`config.mk`:
```
export PLATFORM = sky130hd
export DESIGN_NAME = pcra_agent
export DESIGN_NICKNAME = d
export VERILOG_FILES = /design/src/rtl/pcra_pkg.sv /design/src/rtl/pcra_agent.sv
export SDC_FILE = /design/constraint.sdc
export NUM_CORES = 1
export LEC_CHECK = 0
export ABC_CLOCK_PERIOD_IN_PS = 3970
export BUFFER_PORTS_ARGS = -buffer_cell sky130_fd_sc_hd__buf_2
export CAP_MARGIN = 5
export CORE_MARGIN = 2
export CORE_UTILIZATION = 53
export CTS_CLUSTER_SIZE = 8
export DETAILED_ROUTE_END_ITERATION = 12
export PLACE_DENSITY = 0.77
export SETUP_SLACK_MARGIN = 0.1
export SLEW_MARGIN = 15
export SYNTH_ARGS = -nofsm -noshare
export SYNTH_HDL_FRONTEND = slang
export SYNTH_SLANG_ARGS = --single-unit
```
`constraint.sdc`:
```
create_clock -name clk -period 3.97 [get_ports clk]
set_clock_uncertainty 0.05 [all_clocks]
set_input_delay 0.397 -clock clk [delete_from_list [all_inputs] [get_ports clk]]
set_output_delay 0.397 -clock clk [all_outputs]
set_load 0.1 [all_outputs]
```
`src/rtl/pcra_pkg.sv`:
```
package pcra_pkg;
	// bus commands of interest
	localparam logic [3:0] CMD_CFG_READ = 4'hA;
	localparam logic [3:0] CMD_CFG_WRITE = 4'hB;
	localparam logic [3:0] CMD_MEM_READ = 4'h6;
	localparam logic [3:0] CMD_MEM_WRITE = 4'h7;
	// configuration select sits on address line 28
	localparam int IDSEL_BIT = 28;
	// arbiter pin configuration field positions
	localparam int CFG_HI_PAIRS_BIT = 3;
	localparam int CFG_LO_PAIRS_BIT = 2;
	// cycles to wait for a positive claim before claiming subtractively
	localparam logic [2:0] SUB_CLAIM_WAIT = 3'h3;
	// cycles to wait for a target claim before master abort
	localparam logic [2:0] MASTER_ABORT_WAIT = 3'h5;
	localparam logic [7:0] ARB_CFG_RESET = 8'h00;
	typedef enum logic [2:0] {
		PCRA_IDLE = 3'b000,
		PCRA_REQ = 3'b001,
		PCRA_ADDR = 3'b010,
		PCRA_DATA = 3'b011,
		PCRA_TURN = 3'b100
	} pcra_mst_t;
	typedef enum logic [1:0] {
		PCRA_T_IDLE = 2'b00,
		PCRA_T_DECODE = 2'b01,
		PCRA_T_CLAIM = 2'b10,
		PCRA_T_DONE = 2'b11
	} pcra_tgt_t;
endpackage : pcra_pkg

```
`src/rtl/pcra_agent.sv`:
```
// Contract
// - address on AD with frame, then data
// - configuration select taken from AD28
// - command with frame, then byte enables
// - frame marks address; drop means last transfer
// - initiator ready only when able to transfer
// - target stop ends the master's transaction
// - claim positive or subtractive, sample device select
// - one even parity bit over AD and CBE
// - sampled system error raises NMI when enabled
// - channel check also raises NMI
// - hold clock run low while clock runs
// - network uses high priority request pair
// - normal priority pair for other accesses
// - extra low pairs only when config bit 2
`timescale 1ns/1ps
module pcra_agent import pcra_pkg::*; (
	input wire logic clk, // bus clock
	input wire logic rst_n, // bus reset, active low
	input wire logic [31:0] ad_in, // address/data as seen on the bus
	output logic [31:0] ad_out, // address/data driven
	output logic ad_oe, // address/data enable
	input wire logic [3:0] cbe_n_in, // command/byte enables seen
	output logic [3:0] cbe_n_out, // command/byte enables driven
	output logic cbe_oe, // command/byte enable drive enable
	input wire logic frame_n_in, // frame seen
	output logic frame_n_out, // frame driven
	output logic frame_oe, // frame drive enable
	input wire logic irdy_n_in, // initiator ready seen
	output logic irdy_n_out, // initiator ready driven
	output logic irdy_oe, // initiator ready drive enable
	input wire logic trdy_n_in, // target ready seen
	input wire logic stop_n_in, // target stop seen
	input wire logic devsel_n_in, // device select seen
	output logic devsel_n_out, // device select driven
	output logic devsel_oe, // device select drive enable
	input wire logic par_in, // parity seen
	output logic par_out, // parity driven
	output logic par_oe, // parity drive enable
	output logic parity_error, // one-cycle pulse on bad parity
	input wire logic serr_n, // system error, active low
	input wire logic chan_check_n, // isa channel check, active low
	input wire logic nmi_on_serr, // enable nmi from system error
	output logic nmi, // non-maskable interrupt to cpu
	input wire logic bus_clock_run_n_in, // clock run seen
	output logic bus_clock_run_n_out, // clock run driven low
	output logic bus_clock_run_oe, // clock run drive enable
	input wire logic clk_stop_req, // power logic wants bus clock off
	output logic clk_stop_ok, // bus clock may be stopped
	output logic hi_prio_bus_request_n, // high priority request
	input wire logic hi_prio_bus_grant_n, // high priority grant
	output logic norm_prio_bus_request_n, // normal priority request
	input wire logic norm_prio_bus_grant_n, // normal priority grant
	input wire logic mst_start, // pulse: begin a single transfer
	input wire logic mst_hi_prio, // transfer is for the network controller
	input wire logic [3:0] mst_cmd, // bus command
	input wire logic [31:0] mst_addr, // address
	input wire logic [31:0] mst_wdata, // write data
	input wire logic [3:0] mst_be_n, // byte enables
	output logic mst_busy, // transfer in progress
	output logic mst_done, // pulse: transfer ended
	output logic mst_abort, // pulse: ended without claim or by stop
	output logic [31:0] mst_rdata, // read data
	input wire logic positive_hit, // address decodes to this device
	input wire logic subtractive_en, // claim unclaimed cycles
	output logic tgt_cfg_hit, // pulse: configuration cycle for us
	input wire logic [7:0] arbiter_pin_config, // arbiter pin configuration
	input wire logic ext_hi_request_1_n, // extra high request 1
	input wire logic ext_hi_request_2_n, // extra high request 2
	input wire logic ext_lo_request_1_n, // extra low request 1
	input wire logic ext_lo_request_2_n, // extra low request 2
	output logic ext_hi_grant_1_n, // extra high grant 1
	output logic ext_hi_grant_2_n, // extra high grant 2
	output logic ext_lo_grant_1_n, // extra low grant 1
	output logic ext_lo_grant_2_n, // extra low grant 2
	input wire logic [3:0] gpo_value, // outputs when pins are plain i/o
	output logic [3:0] gpi_value // inputs when pins are plain i/o
);
	// even parity over 36 bits
	function automatic logic pcra_parity(input logic [31:0] a, input logic [3:0] c);
		pcra_parity = ^{a, c};
	endfunction : pcra_parity

	pcra_mst_t mst_state, next_mst_state;
	pcra_tgt_t tgt_state, next_tgt_state;
	logic [2:0] wait_cnt, next_wait_cnt;
	logic [2:0] tgt_cnt, next_tgt_cnt;
	logic cur_hi, next_cur_hi;
	logic is_write, next_is_write;
	logic [31:0] addr_q, next_addr_q, wdata_q, next_wdata_q;
	logic [3:0] cmd_q, next_cmd_q, be_q, next_be_q;
	logic [31:0] next_ad_out, next_mst_rdata;
	logic next_ad_oe, next_cbe_oe, next_frame_n_out, next_frame_oe;
	logic next_irdy_n_out, next_irdy_oe;
	logic [3:0] next_cbe_n_out;
	logic next_devsel_n_out, next_devsel_oe, next_mst_done, next_mst_abort;
	logic next_hi_req_n, next_norm_req_n, next_tgt_cfg_hit;
	logic bus_idle, granted, par_pend, next_par_pend, next_par_oe, next_par_out;
	logic [35:0] par_src, next_par_src;
	logic next_parity_error, next_nmi;
	logic next_clk_run_oe, next_clk_stop_ok;
	logic [3:0] next_ext_grants, next_gpi;
	logic [1:0] rr, next_rr;

	assign bus_idle = frame_n_in & irdy_n_in;
	assign granted = cur_hi ? ~hi_prio_bus_grant_n : ~norm_prio_bus_grant_n;

	// initiator sequencing: request, address, one data phase, turnaround
	always_comb begin
		next_mst_state = mst_state;
		next_wait_cnt = wait_cnt;
		next_cur_hi = cur_hi;
		next_is_write = is_write;
		next_addr_q = addr_q;
		next_wdata_q = wdata_q;
		next_cmd_q = cmd_q;
		next_be_q = be_q;
		next_ad_out = ad_out;
		next_ad_oe = 1'b0;
		next_cbe_n_out = cbe_n_out;
		next_cbe_oe = 1'b0;
		next_frame_n_out = 1'b1;
		next_frame_oe = 1'b0;
		next_irdy_n_out = 1'b1;
		next_irdy_oe = 1'b0;
		next_mst_done = 1'b0;
		next_mst_abort = 1'b0;
		next_mst_rdata = mst_rdata;
		next_hi_req_n = 1'b1;
		next_norm_req_n = 1'b1;
		case (mst_state)
			PCRA_IDLE: begin
				if (mst_start) begin
					next_cur_hi = mst_hi_prio;
					next_cmd_q = mst_cmd;
					next_addr_q = mst_addr;
					next_wdata_q = mst_wdata;
					next_be_q = mst_be_n;
					next_is_write = mst_cmd[0];
					next_mst_state = PCRA_REQ;
				end
			end
			PCRA_REQ: begin
				// request stays until ownership is taken
				next_hi_req_n = ~cur_hi;
				next_norm_req_n = cur_hi;
				if (granted && bus_idle) begin
					next_ad_out = addr_q;
					next_ad_oe = 1'b1;
					next_cbe_n_out = cmd_q;
					next_cbe_oe = 1'b1;
					next_frame_n_out = 1'b0;
					next_frame_oe = 1'b1;
					next_mst_state = PCRA_ADDR;
				end
			end
			PCRA_ADDR: begin
				// single transfer: frame drops with irdy up, last phase
				next_frame_n_out = 1'b1;
				next_frame_oe = 1'b1;
				next_irdy_n_out = 1'b0;
				next_irdy_oe = 1'b1;
				next_cbe_n_out = be_q;
				next_cbe_oe = 1'b1;
				next_ad_out = wdata_q;
				next_ad_oe = is_write;
				next_wait_cnt = 3'h0;
				next_mst_state = PCRA_DATA;
			end
			PCRA_DATA: begin
				next_frame_oe = 1'b1;
				next_irdy_n_out = 1'b0;
				next_irdy_oe = 1'b1;
				next_cbe_oe = 1'b1;
				next_ad_oe = is_write;
				next_wait_cnt = wait_cnt + 3'h1;
				if (!trdy_n_in && !devsel_n_in) begin
					next_mst_rdata = ad_in;
					next_mst_done = 1'b1;
					next_irdy_n_out = 1'b1;
					next_mst_state = PCRA_TURN;
				end else if (!stop_n_in || (devsel_n_in && wait_cnt == MASTER_ABORT_WAIT)) begin
					next_mst_done = 1'b1;
					next_mst_abort = 1'b1;
					next_irdy_n_out = 1'b1;
					next_mst_state = PCRA_TURN;
				end
			end
			PCRA_TURN: begin
				// drive high for one cycle before releasing
				next_mst_state = PCRA_IDLE;
			end
			default: next_mst_state = PCRA_IDLE;
		endcase
	end

	// target claiming: positive hit early, subtractive after the wait
	always_comb begin
		next_tgt_state = tgt_state;
		next_tgt_cnt = tgt_cnt;
		next_devsel_n_out = 1'b1;
		next_devsel_oe = 1'b0;
		next_tgt_cfg_hit = 1'b0;
		case (tgt_state)
			PCRA_T_IDLE: begin
				if (!frame_n_in && frame_n_out && mst_state != PCRA_ADDR) begin
					next_tgt_cnt = 3'h0;
					next_tgt_state = PCRA_T_DECODE;
					if ((cbe_n_in == CMD_CFG_READ || cbe_n_in == CMD_CFG_WRITE)
						&& ad_in[IDSEL_BIT]) begin
						next_tgt_cfg_hit = 1'b1;
						next_tgt_state = PCRA_T_CLAIM;
					end
				end
			end
			PCRA_T_DECODE: begin
				next_tgt_cnt = tgt_cnt + 3'h1;
				if (positive_hit) begin
					next_tgt_state = PCRA_T_CLAIM;
				end else if (!devsel_n_in) begin
					next_tgt_state = PCRA_T_DONE;
				end else if (subtractive_en && tgt_cnt == SUB_CLAIM_WAIT) begin
					next_tgt_state = PCRA_T_CLAIM;
				end else if (!subtractive_en && tgt_cnt == SUB_CLAIM_WAIT) begin
					next_tgt_state = PCRA_T_DONE;
				end
			end
			PCRA_T_CLAIM: begin
				next_devsel_n_out = 1'b0;
				next_devsel_oe = 1'b1;
				if (frame_n_in && irdy_n_in) begin
					next_tgt_state = PCRA_T_IDLE;
				end
			end
			PCRA_T_DONE: begin
				if (bus_idle) begin
					next_tgt_state = PCRA_T_IDLE;
				end
			end
			default: next_tgt_state = PCRA_T_IDLE;
		endcase
	end

	// parity one cycle after the driven address/data; a foreign data phase is
	// checked a cycle after it completes, when its driver shows the parity
	always_comb begin
		next_par_pend = !ad_oe && !irdy_n_in && !trdy_n_in;
		next_par_src = {ad_in, cbe_n_in};
		next_par_oe = ad_oe;
		next_par_out = pcra_parity(ad_out, cbe_n_out);
		next_parity_error = par_pend
			&& (par_in != pcra_parity(par_src[35:4], par_src[3:0]));
	end

	// nmi from system error when enabled, or from channel check
	always_comb begin
		next_nmi = (nmi_on_serr && !serr_n) || !chan_check_n;
	end

	// clock run: drive low unless stop wanted while the bus and the initiator are idle
	always_comb begin
		next_clk_run_oe = 1'b1;
		next_clk_stop_ok = 1'b0;
		if (clk_stop_req && bus_idle && mst_state == PCRA_IDLE) begin
			next_clk_run_oe = 1'b0;
			// another agent still pulling low keeps the clock alive
			next_clk_stop_ok = !bus_clock_run_oe && bus_clock_run_n_in;
		end
	end

	// extra pairs: simple round robin; plain i/o when not enabled
	always_comb begin
		next_ext_grants = 4'hF;
		next_rr = rr;
		next_gpi = {ext_lo_request_2_n, ext_lo_request_1_n,
			ext_hi_request_2_n, ext_hi_request_1_n};
		if (arbiter_pin_config[CFG_HI_PAIRS_BIT]) begin
			if (!ext_hi_request_1_n && (rr[0] || ext_hi_request_2_n)) begin
				next_ext_grants[0] = 1'b0;
				next_rr[0] = 1'b0;
			end else if (!ext_hi_request_2_n) begin
				next_ext_grants[1] = 1'b0;
				next_rr[0] = 1'b1;
			end
		end else begin
			next_ext_grants[1:0] = gpo_value[1:0];
		end
		if (arbiter_pin_config[CFG_LO_PAIRS_BIT]) begin
			if (!ext_lo_request_1_n && (rr[1] || ext_lo_request_2_n)) begin
				next_ext_grants[2] = 1'b0;
				next_rr[1] = 1'b0;
			end else if (!ext_lo_request_2_n) begin
				next_ext_grants[3] = 1'b0;
				next_rr[1] = 1'b1;
			end
		end else begin
			next_ext_grants[3:2] = gpo_value[3:2];
		end
	end

	// all state registers; reset leaves clock run driven low
	always_ff @(posedge clk or negedge rst_n) begin
		if (!rst_n) begin
			mst_state <= PCRA_IDLE;
			tgt_state <= PCRA_T_IDLE;
			wait_cnt <= 3'h0;
			tgt_cnt <= 3'h0;
			cur_hi <= 1'b0;
			is_write <= 1'b0;
			addr_q <= 32'h0;
			wdata_q <= 32'h0;
			cmd_q <= 4'h0;
			be_q <= 4'hF;
			ad_out <= 32'h0;
			ad_oe <= 1'b0;
			cbe_n_out <= 4'hF;
			cbe_oe <= 1'b0;
			frame_n_out <= 1'b1;
			frame_oe <= 1'b0;
			irdy_n_out <= 1'b1;
			irdy_oe <= 1'b0;
			devsel_n_out <= 1'b1;
			devsel_oe <= 1'b0;
			par_pend <= 1'b0;
			par_src <= 36'h0;
			par_out <= 1'b0;
			par_oe <= 1'b0;
			parity_error <= 1'b0;
			nmi <= 1'b0;
			bus_clock_run_oe <= 1'b1;
			clk_stop_ok <= 1'b0;
			hi_prio_bus_request_n <= 1'b1;
			norm_prio_bus_request_n <= 1'b1;
			mst_done <= 1'b0;
			mst_abort <= 1'b0;
			mst_rdata <= 32'h0;
			tgt_cfg_hit <= 1'b0;
			rr <= 2'h0;
			{ext_lo_grant_2_n, ext_lo_grant_1_n, ext_hi_grant_2_n, ext_hi_grant_1_n} <= 4'hF;
			gpi_value <= 4'hF;
		end else begin
			mst_state <= next_mst_state;
			tgt_state <= next_tgt_state;
			wait_cnt <= next_wait_cnt;
			tgt_cnt <= next_tgt_cnt;
			cur_hi <= next_cur_hi;
			is_write <= next_is_write;
			addr_q <= next_addr_q;
			wdata_q <= next_wdata_q;
			cmd_q <= next_cmd_q;
			be_q <= next_be_q;
			ad_out <= next_ad_out;
			ad_oe <= next_ad_oe;
			cbe_n_out <= next_cbe_n_out;
			cbe_oe <= next_cbe_oe;
			frame_n_out <= next_frame_n_out;
			frame_oe <= next_frame_oe;
			irdy_n_out <= next_irdy_n_out;
			irdy_oe <= next_irdy_oe;
			devsel_n_out <= next_devsel_n_out;
			devsel_oe <= next_devsel_oe;
			par_pend <= next_par_pend;
			par_src <= next_par_src;
			par_out <= next_par_out;
			par_oe <= next_par_oe;
			parity_error <= next_parity_error;
			nmi <= next_nmi;
			bus_clock_run_oe <= next_clk_run_oe;
			clk_stop_ok <= next_clk_stop_ok;
			hi_prio_bus_request_n <= next_hi_req_n;
			norm_prio_bus_request_n <= next_norm_req_n;
			mst_done <= next_mst_done;
			mst_abort <= next_mst_abort;
			mst_rdata <= next_mst_rdata;
			tgt_cfg_hit <= next_tgt_cfg_hit;
			rr <= next_rr;
			{ext_lo_grant_2_n, ext_lo_grant_1_n, ext_hi_grant_2_n, ext_hi_grant_1_n} <= next_ext_grants;
			gpi_value <= next_gpi;
		end
	end

	assign bus_clock_run_n_out = 1'b0;
	assign mst_busy = mst_state != PCRA_IDLE;

	a_frame_addr: assert property (@(posedge clk) disable iff (!rst_n)
		$fell(frame_n_out) |-> ad_oe && ad_out == addr_q && cbe_n_out == cmd_q)
		else $error("address or command missing at frame");
	a_frame_last: assert property (@(posedge clk) disable iff (!rst_n)
		$fell(frame_n_out) |=> frame_n_out && !irdy_n_out)
		else $error("frame not dropped for last phase");
	a_irdy_ready: assert property (@(posedge clk) disable iff (!rst_n)
		!irdy_n_out |-> irdy_oe && (mst_state == PCRA_DATA))
		else $error("initiator ready outside data phase");
	a_stop_ends: assert property (@(posedge clk) disable iff (!rst_n)
		mst_state == PCRA_DATA && !stop_n_in && trdy_n_in |=> mst_abort && mst_state == PCRA_TURN)
		else $error("stop did not end transaction");
	a_par_value: assert property (@(posedge clk) disable iff (!rst_n)
		ad_oe |=> par_oe && par_out == ^{$past(ad_out), $past(cbe_n_out)})
		else $error("parity wrong");
	a_nmi_serr: assert property (@(posedge clk) disable iff (!rst_n)
		nmi_on_serr && !serr_n |=> nmi)
		else $error("no nmi on system error");
	a_nmi_chk: assert property (@(posedge clk) disable iff (!rst_n)
		!chan_check_n |=> nmi)
		else $error("no nmi on channel check");
	a_clkrun_hold: assert property (@(posedge clk) disable iff (!rst_n)
		!clk_stop_req |=> bus_clock_run_oe)
		else $error("clock run released while clock needed");
	a_start_grant: assert property (@(posedge clk) disable iff (!rst_n)
		$fell(frame_n_out) |-> $past(granted) && $past(bus_idle))
		else $error("started without grant");
	a_ext_hi_off: assert property (@(posedge clk) disable iff (!rst_n)
		!arbiter_pin_config[CFG_HI_PAIRS_BIT] |=>
		{ext_hi_grant_2_n, ext_hi_grant_1_n} == $past(gpo_value[1:0]))
		else $error("high pair active while disabled");
endmodule : pcra_agent

```
==> results of run 1 <==
layout make-up:
class	count	share of cell area, %
Clock buffer	56	7.66
Timing Repair Buffer	279	14.6
Clock inverter	1	0.0772
Inverter	12	0.397
Tap cell	216	2.38
Multi-Input combinational cell	367	26.8
Antenna cell	1	0.0221
Sequential cell	217	48.1
stage by stage:
step	setup slack (ns)	utilization, %	cell area [um2]
after detailed placement	1.57	62.7	10000
after global routing	1.38	70.9	11300
after floorplan	1.81	-	8720
after global placement	1.64	62.7	10000
after CTS	1.53	70.9	11300
final	1.54	70.9	11300
cells in the mapped netlist:
library cell    n
dfrtp_1       195
mux2_1        100
xnor2_1        52
nor2_1         50
a21oi_1        46
mux2i_1        38
dfstp_2        22
nand2_1        18
buf_2          11
inv_1          11
buf_4           7
buf_6           7
xor2_1          7
mux2_2          6
nor3_1          6
o21ai_0         6
xnor3_1         5
a22o_1          4
ha_1            4
nand2b_1        3
a31oi_1         2
nand3_1         2
nand4b_1        2
nor3b_1         2
a22oi_1         1
a2bb2oi_1       1
a32o_1          1
and2_1          1
and3_1          1
clkbuf_1        1
conb_1          1
inv_2           1
nand3_2         1
nand3b_1        1
nand4_1         1
nor2_2          1
nor3b_2         1
o21a_1          1
o31ai_1         1
xnor2_2         1
worst paths after layout:
path	depth (start not counted)	to	slack (ns)	from
setup / recovery	4	mst_rdata[3]	1.54	mst_state[2]
hold / removal	2	nmi	0.02	serr_n
setup reg to reg	4	mst_rdata[3]	1.54	mst_state[2]
hold reg to reg	0	par_oe	0.35	ad_oe
max in group asynchronous	3	cbe_n_out[1]	2.35	rst_n
min in group asynchronous	2	mst_rdata[14]	0.51	rst_n
flip-flops by register name (all words and copies together) (netlist names), 3 cells and up:
signal,cells
par_src,36
ad_out,32
addr_q,32
mst_rdata,32
wdata_q,32
be_q,4
cbe_n_out,4
cmd_q,4
gpi_value,4
mst_state,3
tgt_cnt,3
wait_cnt,3
layer usage:
| layer | share of wire, % | up-vias | wire, um |
|---|---|---|---|
| met4 | 1.8 | 0 | 362 |
| met2 | 50 | 216 | 10100 |
| met5 | 0 | - | 0 |
| met3 | 7.4 | 32 | 1490 |
| met1 | 40 | 2892 | 8140 |
| li1 | - | 2699 | - |
cell families after synthesis:
logic type               synth area share, %
other                                 0.0430
multiplexers                            18.1
adder cells (fa/ha/maj)                0.574
XOR/XNOR                                7.41
AO/OA/AOI/OAI                           4.00
AND/OR/NAND/NOR                         4.61
buffers and inverters                   2.70
flip-flops                              62.6
==> results.cfg, run 1 <==
[status]
status = finished clean

[setup_path]
crit_arrival_ns = 2.77
critical_path_class = reg2reg
path_buf_inv = 1
cpLargestDelayFamily = simple AND/OR/NAND/NOR gates
worst-path-max-fanout = 32
cp-end-kind = flip-flop
critPathSlowestCell = nand3_2
cp-start-kind = flip-flop
required_ns = 4.31
critical-path-max-stage-delay_ns = 0.68
timing.critical_path.cells = nand2b_1 -> inv_2 -> nand3_2 -> mux2_1

[floorplanning]
pin_count = 240
die_area_mm2 = 0.0175
die_h_um = 132
fp-row-count = 46
initial_core_util_pct = 54.5
core_mm2 = 0.0160
chipWidth_um = 132

[yosys]
ys_ff_latch = 217
ys_warn_count = 0
synth.distinct_cells = 40
postSynthAreaPerCell_um2 = 14.0
synth_cells = 622
yosys-top-cells-area = dfrtp_1, mux2_1, dfstp_2
syn_area_mm2 = 0.00872
yosys.area.top_type_share_pct = 56.0
synth.largest_area_cell = dfrtp_1
synth_nets = 769
seq_area_frac_synth_pct = 62.6

[global_routing]
grt_use_met3_pct = 6.57
grt_pass1_vias = 6255
antenna_found_initial = 2
grtUsageMet1_pct = 28.7
grt_remaining_overflow = 0
grt_most_used_layer = met2
grtUsageTotal_pct = 23.2
grt_max_degree = 114
met2_usage_pct = 40.7
grt_pass1_wl_mm = 32.6

[clocking]
numCtsBuffers = 31
post_cts_buffers = 0
cts_buffer_depth = 3
clk_latency_ns = 0.52
holdBufCountCts = 43
ctsResizeCount = 0
ctsHtreeMaxLevel = 1
root_buffer = clkbuf_16
tritoncts = yes
cts.sinks = 217
cts.clk_slew.worst_paths_ns = 0.05

[sta]
period_needed_ns = 2.43
worstMarginPinSlew_ns = 1.03
finalCritPeriodShare_pct = 61.3
fin_setup_tns_ns = 0
setup_viol = 0
max_freq_mhz = 411
slew_viol_final = 0
rsz0062_at_grt = no
relSlewSlack_pct = 31.5
hold_slack_ns = 0.0193
final-hold-violation-count = 0

[finish]
multiInputGateArea_mm2 = 0.00304
layout-drive-gt1-share_pct = 32.4
instances_no_fill = 1149
area_growth_pct = 30.2
fill_cells = 1117
layout_commonest_cell = buf_2
final_nets = 1055
seqCellArea_mm2 = 0.00546
layout_common_cells = buf_2, dfrtp_1, mux2_1

[detailed_routing]
via_per_inst = 5.08
drt_first_pass_iters = 5
final_antenna_net_count = 0
drtIter0Drc = 219
wl_per_cell_um = 17.5
vias = 5839
route.detailed.drc = 0
totalWireLength_mm = 20.1

[job]
cap_violations = 0

[hold_path]
min_path_type = in2reg

[placement]
hpwl_mm = 13.0
io_buffers = 232
gp_congestion = 0.802
dpl.cell_count = 1048
Power of run 1 is left out: the tool's default activity adds up to more than one toggle a clock period on the data nets, which glitch-free logic cannot reach.
==> inputs of run 2 (changes only) <==
--- a/config.mk
+++ b/config.mk
@@ -5,14 +5,15 @@
 export SDC_FILE = /design/constraint.sdc
 export NUM_CORES = 1
 export LEC_CHECK = 0
-export ABC_CLOCK_PERIOD_IN_PS = 3970
+export ABC_AREA = 1
+export ABC_CLOCK_PERIOD_IN_PS = 2500
 export BUFFER_PORTS_ARGS = -buffer_cell sky130_fd_sc_hd__buf_2
 export CAP_MARGIN = 5
 export CORE_MARGIN = 2
 export CORE_UTILIZATION = 53
 export CTS_CLUSTER_SIZE = 8
 export DETAILED_ROUTE_END_ITERATION = 12
-export PLACE_DENSITY = 0.77
+export PLACE_DENSITY = 0.76
 export SETUP_SLACK_MARGIN = 0.1
 export SLEW_MARGIN = 15
 export SYNTH_ARGS = -nofsm -noshare
==> constraint.sdc (replaced) <==
create_clock -name clk -period 2.5 [get_ports clk]
set_clock_uncertainty 0.05 [all_clocks]
set_input_delay 0.25 -clock clk [delete_from_list [all_inputs] [get_ports clk]]
set_output_delay 0.25 -clock clk [all_outputs]
set_load 0.1 [all_outputs]
==> run 2 against run 1 <==
Critical path depth rose by 7. Sequential share of layout area fell by 6.1 points. Final cell count is 30% higher. Sequential cell count unchanged. Die area up 7.9%. Worst setup slack got worse by 1.0 ns. Global-route usage up 2.8 points. First-iteration DRC count rose by 55%. Synthesized cell count grew 41%. Count of clock-buffer cells in the layout fell by 12. Via count up 29%. Critical endpoint is now ad_out[11].
==> results.cfg, run 2 <==
[yosys]
synth_ff_type = dfrtp_1
synth_edf_count = 0
postSynthAreaPerCell_um2 = 10.7
synth_cells = 880
synth_common_cells = nand2_1, dfrtp_1, mux2_1, nor2_1, inv_1
synth.distinct_cells = 35
synthArstFlopShare_pct = 100
synth_nets = 1027
yosys-top-cells-area = dfrtp_1, nand2_1, mux2_1
syn_area_mm2 = 0.00943
seq_area_frac_synth_pct = 57.9
synth.most_common_cell = nand2_1
synth.largest_area_cell = dfrtp_1
ys_warn_count = 0
ys_ff_latch = 217
yosys.area.top_type_share_pct = 51.8

[clocking]
root_buffer = clkbuf_16
ctsHtreeMaxLevel = 1
tritoncts = yes
cts.clk_slew.worst_paths_ns = 0.05
numCtsBuffers = 31
cts_buffer_depth = 3
cts.sinks = 217
post_cts_buffers = 0
clk_latency_ns = 0.54

[sta]
worstMarginPinSlew_ns = 0.639
final-hold-violation-count = 0
relSlewSlack_pct = 57.3
max_freq_mhz = 498
finalCritPeriodShare_pct = 80.3
slew_viol_final = 0
rsz0062_at_grt = no
setup_viol = 0
fin_setup_tns_ns = 0
period_needed_ns = 2.01

[detailed_routing]
totalWireLength_mm = 24.2
route.detailed.drc = 0
final_antenna_net_count = 0
via_per_inst = 5.05
drt_first_pass_iters = 5
drtIter0Drc = 339
vias = 7558
wl_per_cell_um = 16.1

[setup_path]
r2r_start = cur_hi
crit_arrival_ns = 2.41
critPathSlowestCell = dlygate4sd3_1
critical_path_class = in2reg
path_buf_inv = 5
rr_endpoint = ad_out[11]
critical-path-max-stage-delay_ns = 0.53
ff2ff_path_depth = 9
r2r_slack_ns = 0.53
cp-end-kind = flip-flop
required_ns = 2.90
cp-start-kind = input port
worst-path-max-fanout = 44
timing.critical_path.cells = dlygate4sd3_1 -> buf_2 -> nand2_1 -> inv_2 -> nand3_1 -> nor4_2 -> nor2_4 -> inv_4 -> buf_12 -> nor2_1 -> a31oi_1
cpLargestDelayFamily = buffers and inverters

[hold_path]
min_path_cells = 4
min_path_type = in2reg
hold_start = positive_hit
min_to = tgt_state[0]

[global_routing]
grtUsageTotal_pct = 26.0
antenna_found_initial = 0
grt_pass1_wl_mm = 38.8
grt_max_degree = 75
grt_pass1_vias = 7917
grt_remaining_overflow = 0

[finish]
layout_common_cells = nand2_1, buf_2, dfrtp_1
largest_register_ffs = 36
antenna_cells = 0
layout_commonest_cell = nand2_1
layout-drive-gt1-share_pct = 27.9
area_growth_pct = 38.0
registers.top_by_ff_count = par_src
final_nets = 1407

[placement]
hpwl_mm = 14.2
io_buffers = 232
gp_congestion = 0.797

[floorplanning]
die_area_mm2 = 0.0189
initial_core_util_pct = 54.3
chipWidth_um = 137
core_mm2 = 0.0174
pin_count = 240
die_h_um = 137
fp-row-count = 48

[status]
status = finished clean

[job]
cap_violations = 0
==> run 2: cell count changes after synthesis, moves of 22 or more <==
| cell | previous run | this run |
|---|---|---|
| mux2i_1 | 38 | 0 |
| inv_1 | 11 | 46 |
| nand2_1 | 18 | 277 |
| a31oi_1 | 2 | 37 |
| xnor2_1 | 52 | 30 |
| mux2_4 | 0 | 28 |
| mux2_1 | 100 | 61 |
| a21oi_1 | 46 | 6 |
==> run 2: worst max path at each step <==
stage	from	end	depth (start not counted)
finish	irdy_n_in	ad_out[11]	11
global route	frame_n_in	cbe_n_out[1]	11
CTS	mst_state[1]	mst_rdata[2]	6
detailed placement	mst_state[1]	mst_rdata[2]	6
global placement	mst_state[1]	mst_rdata[2]	6
floorplan	ad_out[8]	par_out	12
==> run 2: through the flow <==
stage	area [um2]	util, %	hold WS, ns	setup slack [ns]	std cells
6_report	13000	74.9	0.0329	0.492	1498
2_1_floorplan	9430	-	-0.0956	0.539	880
3_5_place_dp	10800	62.4	0.208	0.563	1318
4_1_cts	13000	74.9	0.00946	0.517	1498
5_1_grt	13000	74.9	0.0504	0.293	1498
3_3_place_gp	10800	62.4	0.203	0.639	1318
==> run 2: tightest hold or removal path: stages <==
cell	delay, ns
buf_2	0.07
nor2_1	0.04
a21oi_1	0.14
o21ai_1	0.07
==> run 2: cell type report <==
cell class	count	area (um2)
fill	1095	4350
clock buffer	44	825
timing repair buffer	375	2630
multi-input combinational	580	3590
sequential	217	5460
clock inverter	2	17.5
tap	225	282
inverter	55	209
==> run 2: cell families (layout without fill, tap and decap cells) <==
family / after synthesis / after routing / synth area share [%]
xor gates and xnor gates: 50 / 50 / 4.64
buffers and inverters: 83 / 476 / 4.25
and+or+nand+nor: 361 / 361 / 15.3
DFF: 217 / 217 / 57.9
other: 1 / 1 / 0.0398
AOI/OAI and AO/OA: 61 / 61 / 3.90
muxes: 103 / 103 / 13.4
adders and majority gates: 4 / 4 / 0.531
==> run 2: what timing repair did <==
action / 4_1_cts / 5_1_grt
hold buffers: 134 / 0
hold endpoints to repair: 223 / 0
resized for setup: 0 / 0
==> run 2: per-layer routing <==
layer,track usage (%),vias up,part of all wire [%]
li1,-,3612,-
met5,0,-,0
met4,9.91,0,2.9
met3,5.33,59,5.9
met2,45.4,249,51
met1,31.7,3638,40
Power of run 2 is left out for the same reason.
==> inputs of run 3 (changes only) <==
--- a/config.mk
+++ b/config.mk
@@ -5,15 +5,15 @@
 export SDC_FILE = /design/constraint.sdc
 export NUM_CORES = 1
 export LEC_CHECK = 0
-export ABC_AREA = 1
-export ABC_CLOCK_PERIOD_IN_PS = 2500
+export ABC_AREA = 0
+export ABC_CLOCK_PERIOD_IN_PS = 1900
 export BUFFER_PORTS_ARGS = -buffer_cell sky130_fd_sc_hd__buf_2
 export CAP_MARGIN = 5
 export CORE_MARGIN = 2
-export CORE_UTILIZATION = 53
+export CORE_UTILIZATION = 52
 export CTS_CLUSTER_SIZE = 8
 export DETAILED_ROUTE_END_ITERATION = 12
-export PLACE_DENSITY = 0.76
+export PLACE_DENSITY = 0.75
 export SETUP_SLACK_MARGIN = 0.1
 export SLEW_MARGIN = 15
 export SYNTH_ARGS = -nofsm -noshare
==> constraint.sdc (replaced) <==
create_clock -name clk -period 1.9 [get_ports clk]
set_clock_uncertainty 0.05 [all_clocks]
set_input_delay 0.19 -clock clk [delete_from_list [all_inputs] [get_ports clk]]
set_output_delay 0.19 -clock clk [all_outputs]
set_load 0.1 [all_outputs]
==> run 3 against run 2 <==
Final area decreased by 3.4%. Count of clock-buffer cells in the layout increased by 12. Utilization increased by 1.4 points. Via count decreased by 16%. Wire length decreased by 7.0%. Die area decreased by 5.6%.
==> results.cfg, run 3 (same netlist as run 1, synthesis figures left out) <==
[clocking]
cts_buffer_depth = 3
numCtsBuffers = 31
cts.clk_slew.worst_paths_ns = 0.05
root_buffer = clkbuf_16
ctsHtreeMaxLevel = 1
tritoncts = yes
cts.sinks = 217
clk_latency_ns = 0.52

[detailed_routing]
via_per_inst = 5.04
drtIter0Drc = 244
final_antenna_net_count = 0
vias = 6329
wl_per_cell_um = 17.9
totalWireLength_mm = 22.5
route.detailed.drc = 0
drt_first_pass_iters = 4

[global_routing]
grt_remaining_overflow = 0
antenna_found_initial = 0
grt_pass1_vias = 7083
grt_pass1_wl_mm = 36.4
grtUsageTotal_pct = 25.7
grt_max_degree = 57

[setup_path]
crit_arrival_ns = 2.16
cp-end-kind = flip-flop
cp-start-kind = flip-flop
startpoint = ad_out[10]
r2r_start = ad_out[10]
worst-path-max-fanout = 3
required_ns = 2.25
critical_path_class = reg2reg

[finish]
layout-drive-gt1-share_pct = 33.5
instances_no_fill = 1256
area_growth_pct = 44.1
layout_commonest_cell = buf_2
antenna_cells = 0
layout_common_cells = buf_2, dfrtp_1, dlygate4sd3_1
largest_register_ffs = 36
registers.top_by_ff_count = par_src
final_nets = 1159
postLayoutCellArea_mm2 = 0.0126

[sta]
period_needed_ns = 1.81
max_freq_mhz = 553
setup_viol = 0
hold_slack_ns = 0.0219
fin_setup_tns_ns = 0
slew_viol_final = 0
rsz0062_at_grt = yes
relSlewSlack_pct = 65.8
worstMarginPinSlew_ns = 0.516
final-hold-violation-count = 0
finalCritPeriodShare_pct = 95.2

[placement]
placed_area_mm2 = 0.0103
hpwl_mm = 13.4
io_buffers = 232
dpl.cell_count = 1061
gp_congestion = 0.859

[hold_path]
hold_start = stop_n_in
min_path_type = in2reg

[floorplanning]
die_h_um = 133
chipWidth_um = 133
die_area_mm2 = 0.0178
pin_count = 240
initial_core_util_pct = 52.9
fp-row-count = 47
core_mm2 = 0.0165

[job]
cap_violations = 0

[status]
status = finished clean
run 3: cell count changes in the layout (fill, tap and decap cells not counted), moves of 11 or more:
| cell | change |
|---|---|
| mux2_4 | -28 |
| mux2_1 | +39 |
| a21oi_1 | +40 |
| a31oi_1 | -35 |
| dfrtp_1 | -23 |
| nand2_1 | -259 |
| xor2_1 | -14 |
| mux2i_1 | +38 |
| dfrtp_2 | +22 |
| xnor2_1 | +19 |
| inv_1 | -35 |
| clkbuf_1 | +12 |
| nand3_1 | -11 |
run 3: final cells by class:
type	instances	area [um2]
sequential	217	5500
timing repair buffer	383	2780
clock buffer	56	870
clock inverter	1	8.76
inverter	12	45.0
multi-input combinational	367	3090
fill	967	3900
tap	220	275
run 3: final timing paths:
kind                            depth (start not counted)          endpoint  slack (ns)
worst min register to register                          0            par_oe        0.37
max in group asynchronous                               3  ext_lo_grant_2_n        0.95
worst min-delay path                                    4      mst_state[2]        0.02
min in group asynchronous                               2     mst_rdata[10]        0.16
worst max-delay path                                    5           par_out        0.09
worst max register to register                          5           par_out        0.09
run 3: what timing repair did:
action                                  4_1_cts  5_1_grt
endpoints found under the hold margin       228        0
endpoints found under the setup margin       28       23
hold buffers                                132        0
buffers inserted                              1        5
resized for setup                             9        6
pin swaps                                     0        4
run 3: stage by stage:
| step | util, % | setup WS (ns) |
|---|---|---|
| finish | 76.3 | 0.0914 |
| global route | 76.3 | 0.0111 |
| global placement | 62.4 | 0.168 |
| floorplan | - | 0.0304 |
| CTS | 76.0 | 0.0416 |
| detailed placement | 62.4 | 0.0797 |
run 3: routing by layer:
layer / track usage [%] / up-vias / wire length [um]
li1: - / 2904 / -
met2: 47.9 / 228 / 11900
met5: 0 / - / 0
met3: 6.05 / 41 / 1500
met1: 29.8 / 3156 / 8560
met4: 6.56 / 0 / 492
run 3: worst max-delay path, cell delays in order, from the launching register on:
cell	delay [ns]
dfrtp_4	0.49
xor2_2	0.20
xnor2_1	0.21
xnor2_1	0.16
xnor3_1	0.44
xnor2_1	0.14
Power of run 3 is left out for the same reason.
